### src/rtl/logic_cells_pkg.sv
// constants and carrier types for the scanned logic cell bank
package logic_cells_pkg;
  // ==========================================================
  // scan timing
  localparam int unsigned CLK_FREQ_HZ      = 100_000_000;
  localparam int unsigned SCAN_PERIOD_MS   = 10;
  localparam int unsigned SCAN_CYCLES_DEF  = CLK_FREQ_HZ / 1000 * SCAN_PERIOD_MS;
  localparam int unsigned SCAN_CNT_W       = 20;
  localparam int unsigned DELAY_STEP_MS    = 100;
  localparam int unsigned DELAY_TICKS_STEP = DELAY_STEP_MS / SCAN_PERIOD_MS;
  localparam int unsigned DELAY_CNT_W      = 16;

  // ==========================================================
  // flag numbering
  localparam int CTL_LO         = 147;
  localparam int CTL_HI         = 187;
  localparam int STS_LO         = 115;
  localparam int STS_HI         = 131;
  localparam int TMPL_CELLS     = 3;
  localparam int QUAD_CELLS     = 8;
  localparam int TMPL_CTL_BASE  = 147;
  localparam int TMPL_STS_BASE  = 115;
  localparam int TMPL_STRIDE    = 3;
  localparam int TMPL_IN1_OFS   = 1;
  localparam int TMPL_IN2_OFS   = 2;
  localparam int TMPL_DLY_OFS   = 1;
  localparam int TMPL_BOOL_OFS  = 2;
  localparam int QUAD_CTL_BASE  = 156;
  localparam int QUAD_STS_BASE  = 124;
  localparam int QUAD_STRIDE    = 4;

  // ==========================================================
  // setting codes
  localparam logic [3:0] FN_AND     = 4'h1;
  localparam logic [3:0] FN_NAND    = 4'h2;
  localparam logic [3:0] FN_OR      = 4'h3;
  localparam logic [3:0] FN_NOR     = 4'h4;
  localparam logic [3:0] FN_XOR     = 4'h5;
  localparam logic [3:0] FN_XNOR    = 4'h6;
  localparam logic [3:0] FN_TWO_OFS = 4'h6;
  localparam logic [3:0] FN_TWO_MAX = 4'hc;
  localparam logic [3:0] CMP_EQ     = 4'h1;
  localparam logic [3:0] CMP_NE     = 4'h2;
  localparam logic [3:0] CMP_GT     = 4'h3;
  localparam logic [3:0] CMP_LE     = 4'h4;
  localparam logic [3:0] CMP_LT     = 4'h5;
  localparam logic [3:0] CMP_GE     = 4'h6;
  localparam logic [3:0] CMP_ABS_OFS = 4'h4;
  localparam logic [3:0] CMP_ABS_MAX = 4'ha;
  localparam logic [1:0] DSRC_CMP   = 2'h1;
  localparam logic [1:0] DSRC_FLAG  = 2'h2;

  typedef logic signed [15:0] sample_type;

  // settings of one comparator-delay-boolean cell, in slot order
  typedef struct packed {
    sample_type  threshold;
    logic [3:0]  cmp_mode;
    logic [1:0]  delay_src;
    logic [12:0] delay_time;
    logic [3:0]  func;
  } tmpl_cfg_type;
endpackage

### src/rtl/logic_cells.sv
// scanned bank of configurable logic cells j..t
`timescale 1ns/1ps

module logic_cells #(
  parameter int unsigned SCAN_CYCLES = logic_cells_pkg::SCAN_CYCLES_DEF
) (
  input  wire logic                                                   clk_sys,
  input  wire logic                                                   rst_n,
  input  wire logic                                                   clk_en,
  input  wire logic [logic_cells_pkg::CTL_HI:logic_cells_pkg::CTL_LO] control_input_flag,
  input  wire logic_cells_pkg::tmpl_cfg_type [2:0]                    tmpl_cfg,
  input  wire logic_cells_pkg::sample_type [2:0]                      cmp_sample,
  input  wire logic [7:0][3:0]                                        quad_func,
  output logic [logic_cells_pkg::STS_HI:logic_cells_pkg::STS_LO]      status_output_flag,
  output logic                                                        scan_tick_r
);
  import logic_cells_pkg::*;

  // ==========================================================
  // shared boolean pick
  function automatic logic bool_pick(input logic [3:0] code, input logic a_all,
                                     input logic o_any, input logic x_odd);
    logic r;
    r = 1'b0;
    unique case (code)
      FN_AND:  r = a_all;
      FN_NAND: r = ~a_all;
      FN_OR:   r = o_any;
      FN_NOR:  r = ~o_any;
      FN_XOR:  r = x_odd;
      FN_XNOR: r = ~x_odd;
      default: r = 1'b0;
    endcase
    return r;
  endfunction

  function automatic logic cmp_eval(input logic [3:0] mode, input sample_type v,
                                    input sample_type t);
    logic signed [16:0] a;
    logic signed [16:0] b;
    logic [3:0]         m;
    logic               r;
    a = {v[15], v};
    b = {t[15], t};
    m = mode;
    r = 1'b0;
    if (mode > CMP_GE && mode <= CMP_ABS_MAX) begin
      a = (a < 0) ? -a : a;
      b = (b < 0) ? -b : b;
      m = mode - CMP_ABS_OFS;
    end
    unique case (m)
      CMP_EQ:  r = (a == b);
      CMP_NE:  r = (a != b);
      CMP_GT:  r = (a > b);
      CMP_LE:  r = (a <= b);
      CMP_LT:  r = (a < b);
      CMP_GE:  r = (a >= b);
      default: r = 1'b0;
    endcase
    return r;
  endfunction

  // ==========================================================
  // scan tick
  logic [SCAN_CNT_W-1:0] scan_cnt_r;
  logic                  scan_tick;

  assign scan_tick = clk_en && (scan_cnt_r == SCAN_CNT_W'(SCAN_CYCLES - 1));

  always_ff @(posedge clk_sys) begin
    if (!rst_n) begin
      scan_cnt_r <= '0;
    end else if (clk_en) begin
      scan_cnt_r <= scan_tick ? '0 : scan_cnt_r + 1'b1;
    end
  end

  always_ff @(posedge clk_sys) begin
    if (!rst_n) begin
      scan_tick_r <= 1'b0;
    end else if (clk_en) begin
      scan_tick_r <= scan_tick;
    end
  end

  // ==========================================================
  // comparator-delay-boolean cells j, k, l
  logic [2:0] dly_next;
  logic [2:0] cmp_now;
  logic [2:0] tmpl_out;

  for (genvar c = 0; c < TMPL_CELLS; c++) begin : g_tmpl
    localparam int CFD = TMPL_CTL_BASE + c * TMPL_STRIDE;
    localparam int SFB = TMPL_STS_BASE + c * TMPL_STRIDE;
    logic [DELAY_CNT_W-1:0] dly_cnt_r;
    logic                   dly_out_r;
    logic                   dly_in;
    logic [DELAY_CNT_W-1:0] dly_target;
    logic [3:0]             two_code;

    assign cmp_now[c]  = cmp_eval(tmpl_cfg[c].cmp_mode, cmp_sample[c],
                                  tmpl_cfg[c].threshold);
    // first flag of each group feeds the delay when delay_src is DSRC_FLAG, the comparator when DSRC_CMP, else low
    assign dly_in = (tmpl_cfg[c].delay_src == DSRC_CMP)  ? cmp_now[c] :
                    (tmpl_cfg[c].delay_src == DSRC_FLAG) ? control_input_flag[CFD] :
                    1'b0;
    assign dly_target = DELAY_CNT_W'(tmpl_cfg[c].delay_time * DELAY_TICKS_STEP);
    assign dly_next[c] = dly_in && (dly_out_r || dly_cnt_r >= dly_target);
    assign two_code = tmpl_cfg[c].func - FN_TWO_OFS;

    // rising edge delayed, falling edge immediate
    always_ff @(posedge clk_sys) begin
      if (!rst_n) begin
        dly_cnt_r <= '0;
        dly_out_r <= 1'b0;
      end else if (scan_tick) begin
        dly_out_r <= dly_next[c];
        if (!dly_in) begin
          dly_cnt_r <= '0;
        end else if (!dly_next[c]) begin
          dly_cnt_r <= dly_cnt_r + 1'b1;
        end
      end
    end

    always_comb begin
      logic a;
      logic b;
      logic d;
      d = dly_next[c];
      a = control_input_flag[CFD + TMPL_IN1_OFS];
      b = control_input_flag[CFD + TMPL_IN2_OFS];
      if (tmpl_cfg[c].func > FN_XNOR && tmpl_cfg[c].func <= FN_TWO_MAX) begin
        tmpl_out[c] = bool_pick(two_code, control_input_flag[CFD] & a,
                                control_input_flag[CFD] | a,
                                control_input_flag[CFD] ^ a);
      end else begin
        tmpl_out[c] = bool_pick(tmpl_cfg[c].func, d & a & b, d | a | b, d ^ a ^ b);
      end
    end

    always_ff @(posedge clk_sys) begin
      if (!rst_n) begin
        status_output_flag[SFB +: TMPL_STRIDE] <= '0;
      end else if (scan_tick) begin
        status_output_flag[SFB]     <= cmp_now[c];
        status_output_flag[SFB + TMPL_DLY_OFS]  <= dly_next[c];
        status_output_flag[SFB + TMPL_BOOL_OFS] <= tmpl_out[c];
      end
    end
  end

  // ==========================================================
  // four-input boolean cells m..t
  for (genvar q = 0; q < QUAD_CELLS; q++) begin : g_quad
    localparam int CFQ = QUAD_CTL_BASE + q * QUAD_STRIDE;
    logic [3:0] qin;

    assign qin = control_input_flag[CFQ +: QUAD_STRIDE];

    always_ff @(posedge clk_sys) begin
      if (!rst_n) begin
        status_output_flag[QUAD_STS_BASE + q] <= 1'b0;
      end else if (scan_tick) begin
        status_output_flag[QUAD_STS_BASE + q] <=
          bool_pick(quad_func[q], &qin, |qin, ^qin);
      end
    end
  end
endmodule

### config.mk
export PLATFORM = sky130hd
export DESIGN_NAME = logic_cells
export DESIGN_NICKNAME = d
export VERILOG_FILES = /design/src/rtl/logic_cells_pkg.sv /design/src/rtl/logic_cells.sv
export SDC_FILE = /design/constraint.sdc
export NUM_CORES = 1
export LEC_CHECK = 0
export ABC_CLOCK_PERIOD_IN_PS = 16200
export BUFFER_PORTS_ARGS = -buffer_cell sky130_fd_sc_hd__buf_2
export CORE_ASPECT_RATIO = 0.8
export CORE_MARGIN = 2
export CORE_UTILIZATION = 49
export CTS_BUF_LIST = sky130_fd_sc_hd__clkbuf_16
export DETAILED_ROUTE_END_ITERATION = 6
export PLACE_DENSITY = 0.74
export SLEW_MARGIN = 20
export SYNTH_ARGS = -nofsm -noshare
export SYNTH_HDL_FRONTEND = slang
export SYNTH_SLANG_ARGS = --single-unit
### constraint.sdc
create_clock -name clk_sys -period 16.2 [get_ports clk_sys]
set_input_delay 1.62 -clock clk_sys [delete_from_list [all_inputs] [get_ports clk_sys]]
set_output_delay 1.62 -clock clk_sys [all_outputs]
set_load 0.01 [all_outputs]
==> flow_summary.ini, run 1 <==
[outcome]
outcome = finished, final reports clean

[power]
power.density_cell_area_nw_per_um2 = 53.6
total_leakage_power_nw = 6.64
vdd.ir_drop.worst_v = 0.0000503
power_mw = 0.759

[yosys]
ys_seq_area_share_pct = 14.1
netlist_area_um2 = 12300
synth-main-ff-cell = sky130_fd_sc_hd__dfxtp_1
yosys_warnings = 0
synthesis.area_per_instance_um2 = 7.51
synth.lib_cells_used.distinct = 78
mappedNetlistNets = 2103
synthArstFlopShare_pct = 0
ys_ff_latch = 86
synth_edf_count = 0
post_synthesis_instance_total = 1631

[grt]
grt_use_met1_pct = 31.6
grt.met3_usage_pct = 4.13
overflow = 0
grt_most_used_layer = met2
grt_start_max_net_pins = 48
grt_use_met2_pct = 39.8
grt_antenna_before_repair = 1
grt_pass1_wl_mm = 53.7
grt_util_all_layers_pct = 23.6
via_count_of_the_first_global_routing_pass = 11600

[clock_network]
clock_tree.root_cell = sky130_fd_sc_hd__clkbuf_16
tritoncts = built
cts_num_sinks = 86
cts-htree-levels = 3
worstSkewPairLatency_ns = 0.34
cts_max_path_buffers = 2
post_cts_resized = 0
post-cts-setup-buffers = 0
post_cts_hold_buffer_count = 0
clkTransAtPathRegs_ns = 0.06
cts-buffers-inserted = 9

[setup_path]
r2r_cells = 8
crit-reg2reg-launch = g_tmpl[2].dly_cnt_r[3]
timing.rr.end = g_tmpl[2].dly_cnt_r[0]
path_max_fanout = 11
worst_setup_path_end_kind = register
critPathRequiredTime_ns = 16.42
path_common_cell = sky130_fd_sc_hd__o21ai_0
critPathSlowestCell = sky130_fd_sc_hd__nor2b_1
timing.critical_path.depth = 26
slowest_delay_ns = 0.59
critPathTopFamily = compound AO/OA/AOI/OAI gates
worst_endpoint_data_arrival_time_ns = 7.44
cp_num_buf_inv = 2
timing.critical_path.from_type = input port
path_class = in2reg
crit_path_end = status_output_flag[120]
ff2ff_setup_slack_ns = 12.91
critical_path.startpoint = tmpl_cfg[60]

[placement]
routabilityCongestion = 0.891
io_buffers = 258
dpl_cell_area_um2 = 13800
detailedPlacementHpwl_mm = 26.3

[finish]
area_growth_syn_to_layout_pct = 15.5
antenna_cells = 0
design_area_um2 = 14100
final_core_utilization_pct = 57.9
design.final.nets = 2338
final_layout_size_suffix_gt1_share_pct = 17.4

[route]
wire_length_after_detailed_routing_mm = 31.7
drt-vias-per-instance = 5.74
dr_total_vias = 12600
remaining_drc_errors = 0
drc_violation_total_after_the_first_tritonroute_iteration = 561
dr.pass1.iters = 5
wl_per_cell_um = 14.5
antenna_violating_nets_post_route = 0

[sta]
timing_limited_maximum_frequency_mhz = 138
timing.hold.ws_ns = 0.450
grt_setup_unrepaired = false
timing_hold_violations_final = 0
final_max_slew_viol_count = 0
finalSetupTns_ns = 0
timing.final.crit_share_pct = 44.6
max-slew-margin-rel_pct = 32.6
layout_min_cycle_time_ns = 7.22
least_margin_pin_slew_ns = 1.01
fin_worst_skew_ns = 0.00776
setup_viol_count_final = 0

[hold_path]
hold_path.class = reg2reg
worstHoldPathCells = 2
timing.hold.worst.start = status_output_flag[127]

[die]
rows = 51
design.portCount = 259
floorplan.die.width_um = 181
core_area_um2 = 24400
die_h_um = 145
dieArea_um2 = 26300
initial_core_util_pct = 50.1

[job]
drv.max_cap_violation_count = 0
-- report_power, final --
part           switching, mW  internal [mW]
Combinational          0.170          0.140
Clock                 0.0869          0.150
Sequential          0.000352          0.212
-- worst min-delay path by stage --
| stage | end | slack (ns) |
|---|---|---|
| 3_5_place_dp | status_output_flag[117] | 0.45 |
| 2_1_floorplan | g_tmpl[0].dly_cnt_r[15] | 0.45 |
| 5_1_grt | status_output_flag[130] | 0.47 |
| 6_report | status_output_flag[127] | 0.45 |
| 3_3_place_gp | status_output_flag[131] | 0.44 |
| 4_1_cts | status_output_flag[117] | 0.46 |
-- through the flow --
stage,setup WS (ns),cells
6_report,8.98,2189
2_1_floorplan,9.75,1631
3_3_place_gp,8.93,2173
5_1_grt,8.45,2189
3_5_place_dp,8.69,2173
4_1_cts,9.02,2189
-- sequential cells by signal (all words and copies together), names as in the netlist --
register,count
scan_tick_r,1
g_tmpl.dly_cnt_r,48
scan_cnt_r,20
status_output_flag,17
-- cells in the mapped netlist (15+ instances only) --
master / number / area [µm²]
sky130_fd_sc_hd__ha_1: 228 / 2850
sky130_fd_sc_hd__nand2_1: 138 / 518
sky130_fd_sc_hd__nor2_1: 132 / 495
sky130_fd_sc_hd__inv_1: 128 / 480
sky130_fd_sc_hd__a21oi_1: 125 / 626
sky130_fd_sc_hd__o21ai_0: 89 / 445
sky130_fd_sc_hd__dfxtp_1: 86 / 1720
sky130_fd_sc_hd__xnor2_1: 75 / 657
sky130_fd_sc_hd__nand3_1: 62 / 310
sky130_fd_sc_hd__nand4_1: 53 / 332
sky130_fd_sc_hd__xor2_1: 51 / 447
sky130_fd_sc_hd__nor3_1: 38 / 190
sky130_fd_sc_hd__and3_1: 32 / 200
sky130_fd_sc_hd__nand2b_1: 32 / 200
sky130_fd_sc_hd__clkbuf_1: 31 / 116
sky130_fd_sc_hd__or3_1: 23 / 144
sky130_fd_sc_hd__a31oi_1: 19 / 119
sky130_fd_sc_hd__nor4_1: 18 / 113
sky130_fd_sc_hd__o31ai_1: 17 / 128
sky130_fd_sc_hd__nor2b_1: 15 / 93.8
-- cell usage in the layout, fill, tap and decap left out, drive strengths merged, types with 23 or more instances in the layout --
| cell type | instances |
|---|---|
| nand2 | 138 |
| inv | 129 |
| ha | 228 |
| xnor2 | 75 |
| and3 | 33 |
| nor2 | 132 |
| nand3 | 62 |
| buf | 266 |
| or3 | 23 |
| dfxtp | 86 |
| xor2 | 51 |
| nor3 | 38 |
| nand4 | 54 |
| a21oi | 126 |
| o21ai | 89 |
| nand2b | 33 |
-- logic make-up after synthesis --
family	after synthesis	synth area share, %
adder cells (fa/ha/maj)	231	23.8
AO/OA/AOI/OAI	385	20.0
multiplexers	23	2.04
buffers and inverters	170	5.48
flip-flops	86	14.1
AND/OR/NAND/NOR	610	25.6
XOR/XNOR	126	9.01
-- routing by layer --
metal / part of all wire (%) / vias to the layer above
li1: - / 6439
met1: 48 / 5696
met2: 45 / 388
met3: 5.6 / 41
met4: 1.3 / 2
met5: 0.038 / -
-- worst reg2reg max path, cell delays in order, from the launching register on --
cell and delay (ns):
sky130_fd_sc_hd__dfxtp_1 0.43, sky130_fd_sc_hd__ha_1 0.29, sky130_fd_sc_hd__a2111o_1 0.43, sky130_fd_sc_hd__o2111ai_1 0.21, sky130_fd_sc_hd__a21o_1 0.17, sky130_fd_sc_hd__a31oi_1 0.11, sky130_fd_sc_hd__or4_1 0.51, sky130_fd_sc_hd__nor2_1 0.78
sky130_fd_sc_hd__mux2_2 0.30
-- layout make-up --
class / instances / area [µm²]
Fill cell: 2259 / 10300
Timing Repair Buffer: 266 / 1350
Multi-Input combinational cell: 1375 / 9860
Inverter: 128 / 480
Tap cell: 318 / 398
Sequential cell: 86 / 1720
Clock inverter: 7 / 114
Clock buffer: 9 / 225
No activity file was read; power rests on OpenSTA's default activity.
==> run 2, diff against run 1 <==
--- a/config.mk
+++ b/config.mk
@@ -5,7 +5,7 @@
 export SDC_FILE = /design/constraint.sdc
 export NUM_CORES = 1
 export LEC_CHECK = 0
-export ABC_CLOCK_PERIOD_IN_PS = 16200
+export ABC_CLOCK_PERIOD_IN_PS = 7400
 export BUFFER_PORTS_ARGS = -buffer_cell sky130_fd_sc_hd__buf_2
 export CORE_ASPECT_RATIO = 0.8
 export CORE_MARGIN = 2
==> constraint.sdc (replaced) <==
create_clock -name clk_sys -period 7.4 [get_ports clk_sys]
set_input_delay 0.74 -clock clk_sys [delete_from_list [all_inputs] [get_ports clk_sys]]
set_output_delay 0.74 -clock clk_sys [all_outputs]
set_load 0.01 [all_outputs]
==> run 2 against run 1 <==
Cell count about the same. Utilization shrank 0.29 points. Design area down 0.49%. Register-to-register slack got worse by 8.8 ns. Global-route usage shrank 0.54 points. Setup slack got worse by 7.6 ns. Critical path type unchanged. Largest cell class unchanged.
==> flow_summary.ini, run 2 (synthesis results as in run 1) <==
[route]
drt-vias-per-instance = 5.73
remaining_drc_errors = 0
wl_per_cell_um = 14.3
dr.pass1.iters = 5
drc_violation_total_after_the_first_tritonroute_iteration = 718
dr_total_vias = 12600
antenna_violating_nets_post_route = 0
wire_length_after_detailed_routing_mm = 31.3

[setup_path]
timing.critical_path.from_type = input port
path_max_fanout = 15
worst_setup_path_end_kind = register
critical_path.startpoint = tmpl_cfg[22]
critPathRequiredTime_ns = 7.68
path_class = in2reg
ff2ff_setup_slack_ns = 4.08
crit-reg2reg-launch = g_tmpl[2].dly_cnt_r[3]
worst_endpoint_data_arrival_time_ns = 6.26

[grt]
grt_util_all_layers_pct = 23.1
overflow = 0
grt_start_max_net_pins = 48
via_count_of_the_first_global_routing_pass = 11500
grt_antenna_before_repair = 2
grt_pass1_wl_mm = 52.4

[sta]
grt_setup_unrepaired = false
finalSetupTns_ns = 0
layout_min_cycle_time_ns = 5.99
timing_limited_maximum_frequency_mhz = 167
max-slew-margin-rel_pct = 31.4
setup_viol_count_final = 0
final_max_slew_viol_count = 0
timing.final.crit_share_pct = 80.9
fin_worst_skew_ns = 0.0117
timing_hold_violations_final = 0
least_margin_pin_slew_ns = 1.03
postLayoutSetupSlackWorst_ns = 1.41

[die]
core_area_um2 = 24400
initial_core_util_pct = 50.1
die_h_um = 145
dieArea_um2 = 26300
design.portCount = 259
rows = 51
floorplan.die.width_um = 181

[finish]
largest_registers = g_tmpl.dly_cnt_r: 48 flops, scan_cnt_r: 20 flops, status_output_flag: 17 flops
design.final.nets = 2339
final_layout_size_suffix_gt1_share_pct = 17.4
area_growth_syn_to_layout_pct = 14.9
max_flop_register = g_tmpl.dly_cnt_r
design_area_um2 = 14100
max_ffs_per_register = 48
mostFrequentLayoutCells = sky130_fd_sc_hd__buf_2, sky130_fd_sc_hd__ha_1, sky130_fd_sc_hd__nand2_1
fillers = 2347
layout.cells.most_common = sky130_fd_sc_hd__buf_2

[placement]
io_buffers = 258
dpl_cell_area_um2 = 13800
detailedPlacementHpwl_mm = 26.1
routabilityCongestion = 0.889
dpl_worst_slack_ns = 1.09

[power]
vdd.ir_drop.worst_v = 0.000112
total_leakage_power_nw = 6.62
power.density_cell_area_nw_per_um2 = 110

[clock_network]
cts_num_sinks = 86
post_cts_resized = 0
post_cts_hold_buffer_count = 0
cts-buffers-inserted = 9
clkTransAtPathRegs_ns = 0.06
post-cts-setup-buffers = 0
clock_tree.root_cell = sky130_fd_sc_hd__clkbuf_16
cts-htree-levels = 3
tritoncts = built
worstSkewPairLatency_ns = 0.35
cts_max_path_buffers = 2

[outcome]
outcome = finished, final reports clean

[hold_path]
hold_path.class = reg2reg
timing.hold.worst.start = status_output_flag[129]

[job]
drv.max_cap_violation_count = 0
run 2: changes by cell type in the layout (fill, tap and decap cells not counted), sizes merged:
cell    delta
bufinv     -3
clkinv     +2
diode      +1
inv        +1
buf        +1
run 2: final cells by class:
class,count,area (µm²),area share [%]
clock inverters,7,33.8,0.240
flip-flops and latches,86,1720,12.2
multi-input cells,1375,9860,70.0
repair buffers,267,1360,9.65
well taps,318,398,2.83
clock buffers,9,225,1.60
inverters,128,480,3.41
diodes,1,2.50,0.0178
run 2: worst max-delay path, stage by stage:
cell and delay (ns):
sky130_fd_sc_hd__buf_2 0.13, sky130_fd_sc_hd__inv_1 0.08, sky130_fd_sc_hd__ha_1 0.21, sky130_fd_sc_hd__nand4b_1 0.15, sky130_fd_sc_hd__a2bb2oi_1 0.35, sky130_fd_sc_hd__nand2_1 0.21, sky130_fd_sc_hd__and2_1 0.28, sky130_fd_sc_hd__o21ai_0 0.19
sky130_fd_sc_hd__o21ai_0 0.19, sky130_fd_sc_hd__xor2_1 0.18, sky130_fd_sc_hd__ha_1 0.31, sky130_fd_sc_hd__nand4_1 0.20, sky130_fd_sc_hd__nor4_1 0.47, sky130_fd_sc_hd__nand2b_1 0.15, sky130_fd_sc_hd__and3_1 0.19, sky130_fd_sc_hd__o31a_1 0.29
sky130_fd_sc_hd__nor4_1 0.33, sky130_fd_sc_hd__o31ai_1 0.13, sky130_fd_sc_hd__buf_4 0.21, sky130_fd_sc_hd__nand2_1 0.13, sky130_fd_sc_hd__ha_1 0.28, sky130_fd_sc_hd__xnor2_1 0.16, sky130_fd_sc_hd__nand2_1 0.06, sky130_fd_sc_hd__mux2_2 0.26
sky130_fd_sc_hd__o22ai_1 0.15, sky130_fd_sc_hd__o211ai_1 0.11, sky130_fd_sc_hd__a21oi_1 0.13
run 2: per-stage QoR:
step	std cells	power (mW)	util [%]	hold slack (ns)
2_1_floorplan	1631	0.943	-	0.446
3_3_place_gp	2174	1.13	56.5	0.438
3_5_place_dp	2174	1.15	56.5	0.444
4_1_cts	2190	1.56	57.6	0.451
5_1_grt	2191	1.67	57.6	0.481
6_report	2191	1.55	57.6	0.447
run 2: final timing paths:
kind                             end  depth (start not counted)
max          status_output_flag[117]                         27
min          status_output_flag[129]                          2
max reg2reg   g_tmpl[2].dly_cnt_r[5]                          8
min reg2reg  status_output_flag[129]                          2
run 2: report_power, final:
group	leakage (nW)	internal [mW]	switching [mW]
Sequential	0.693	0.464	0.000746
Combinational	5.79	0.306	0.370
Clock	0.135	0.222	0.186
Total	6.62	0.992	0.557
run 2: routing by layer:
| metal | wire (µm) | part of all wire [%] | up-vias | GRT usage (%) |
|---|---|---|---|---|
| met5 | 13 | 0.042 | - | 0 |
| met4 | 508 | 1.6 | 2 | 4.80 |
| met3 | 1630 | 5.2 | 42 | 3.43 |
| met2 | 14100 | 45 | 331 | 39.0 |
| met1 | 15000 | 48 | 5743 | 31.1 |
| li1 | - | - | 6432 | - |
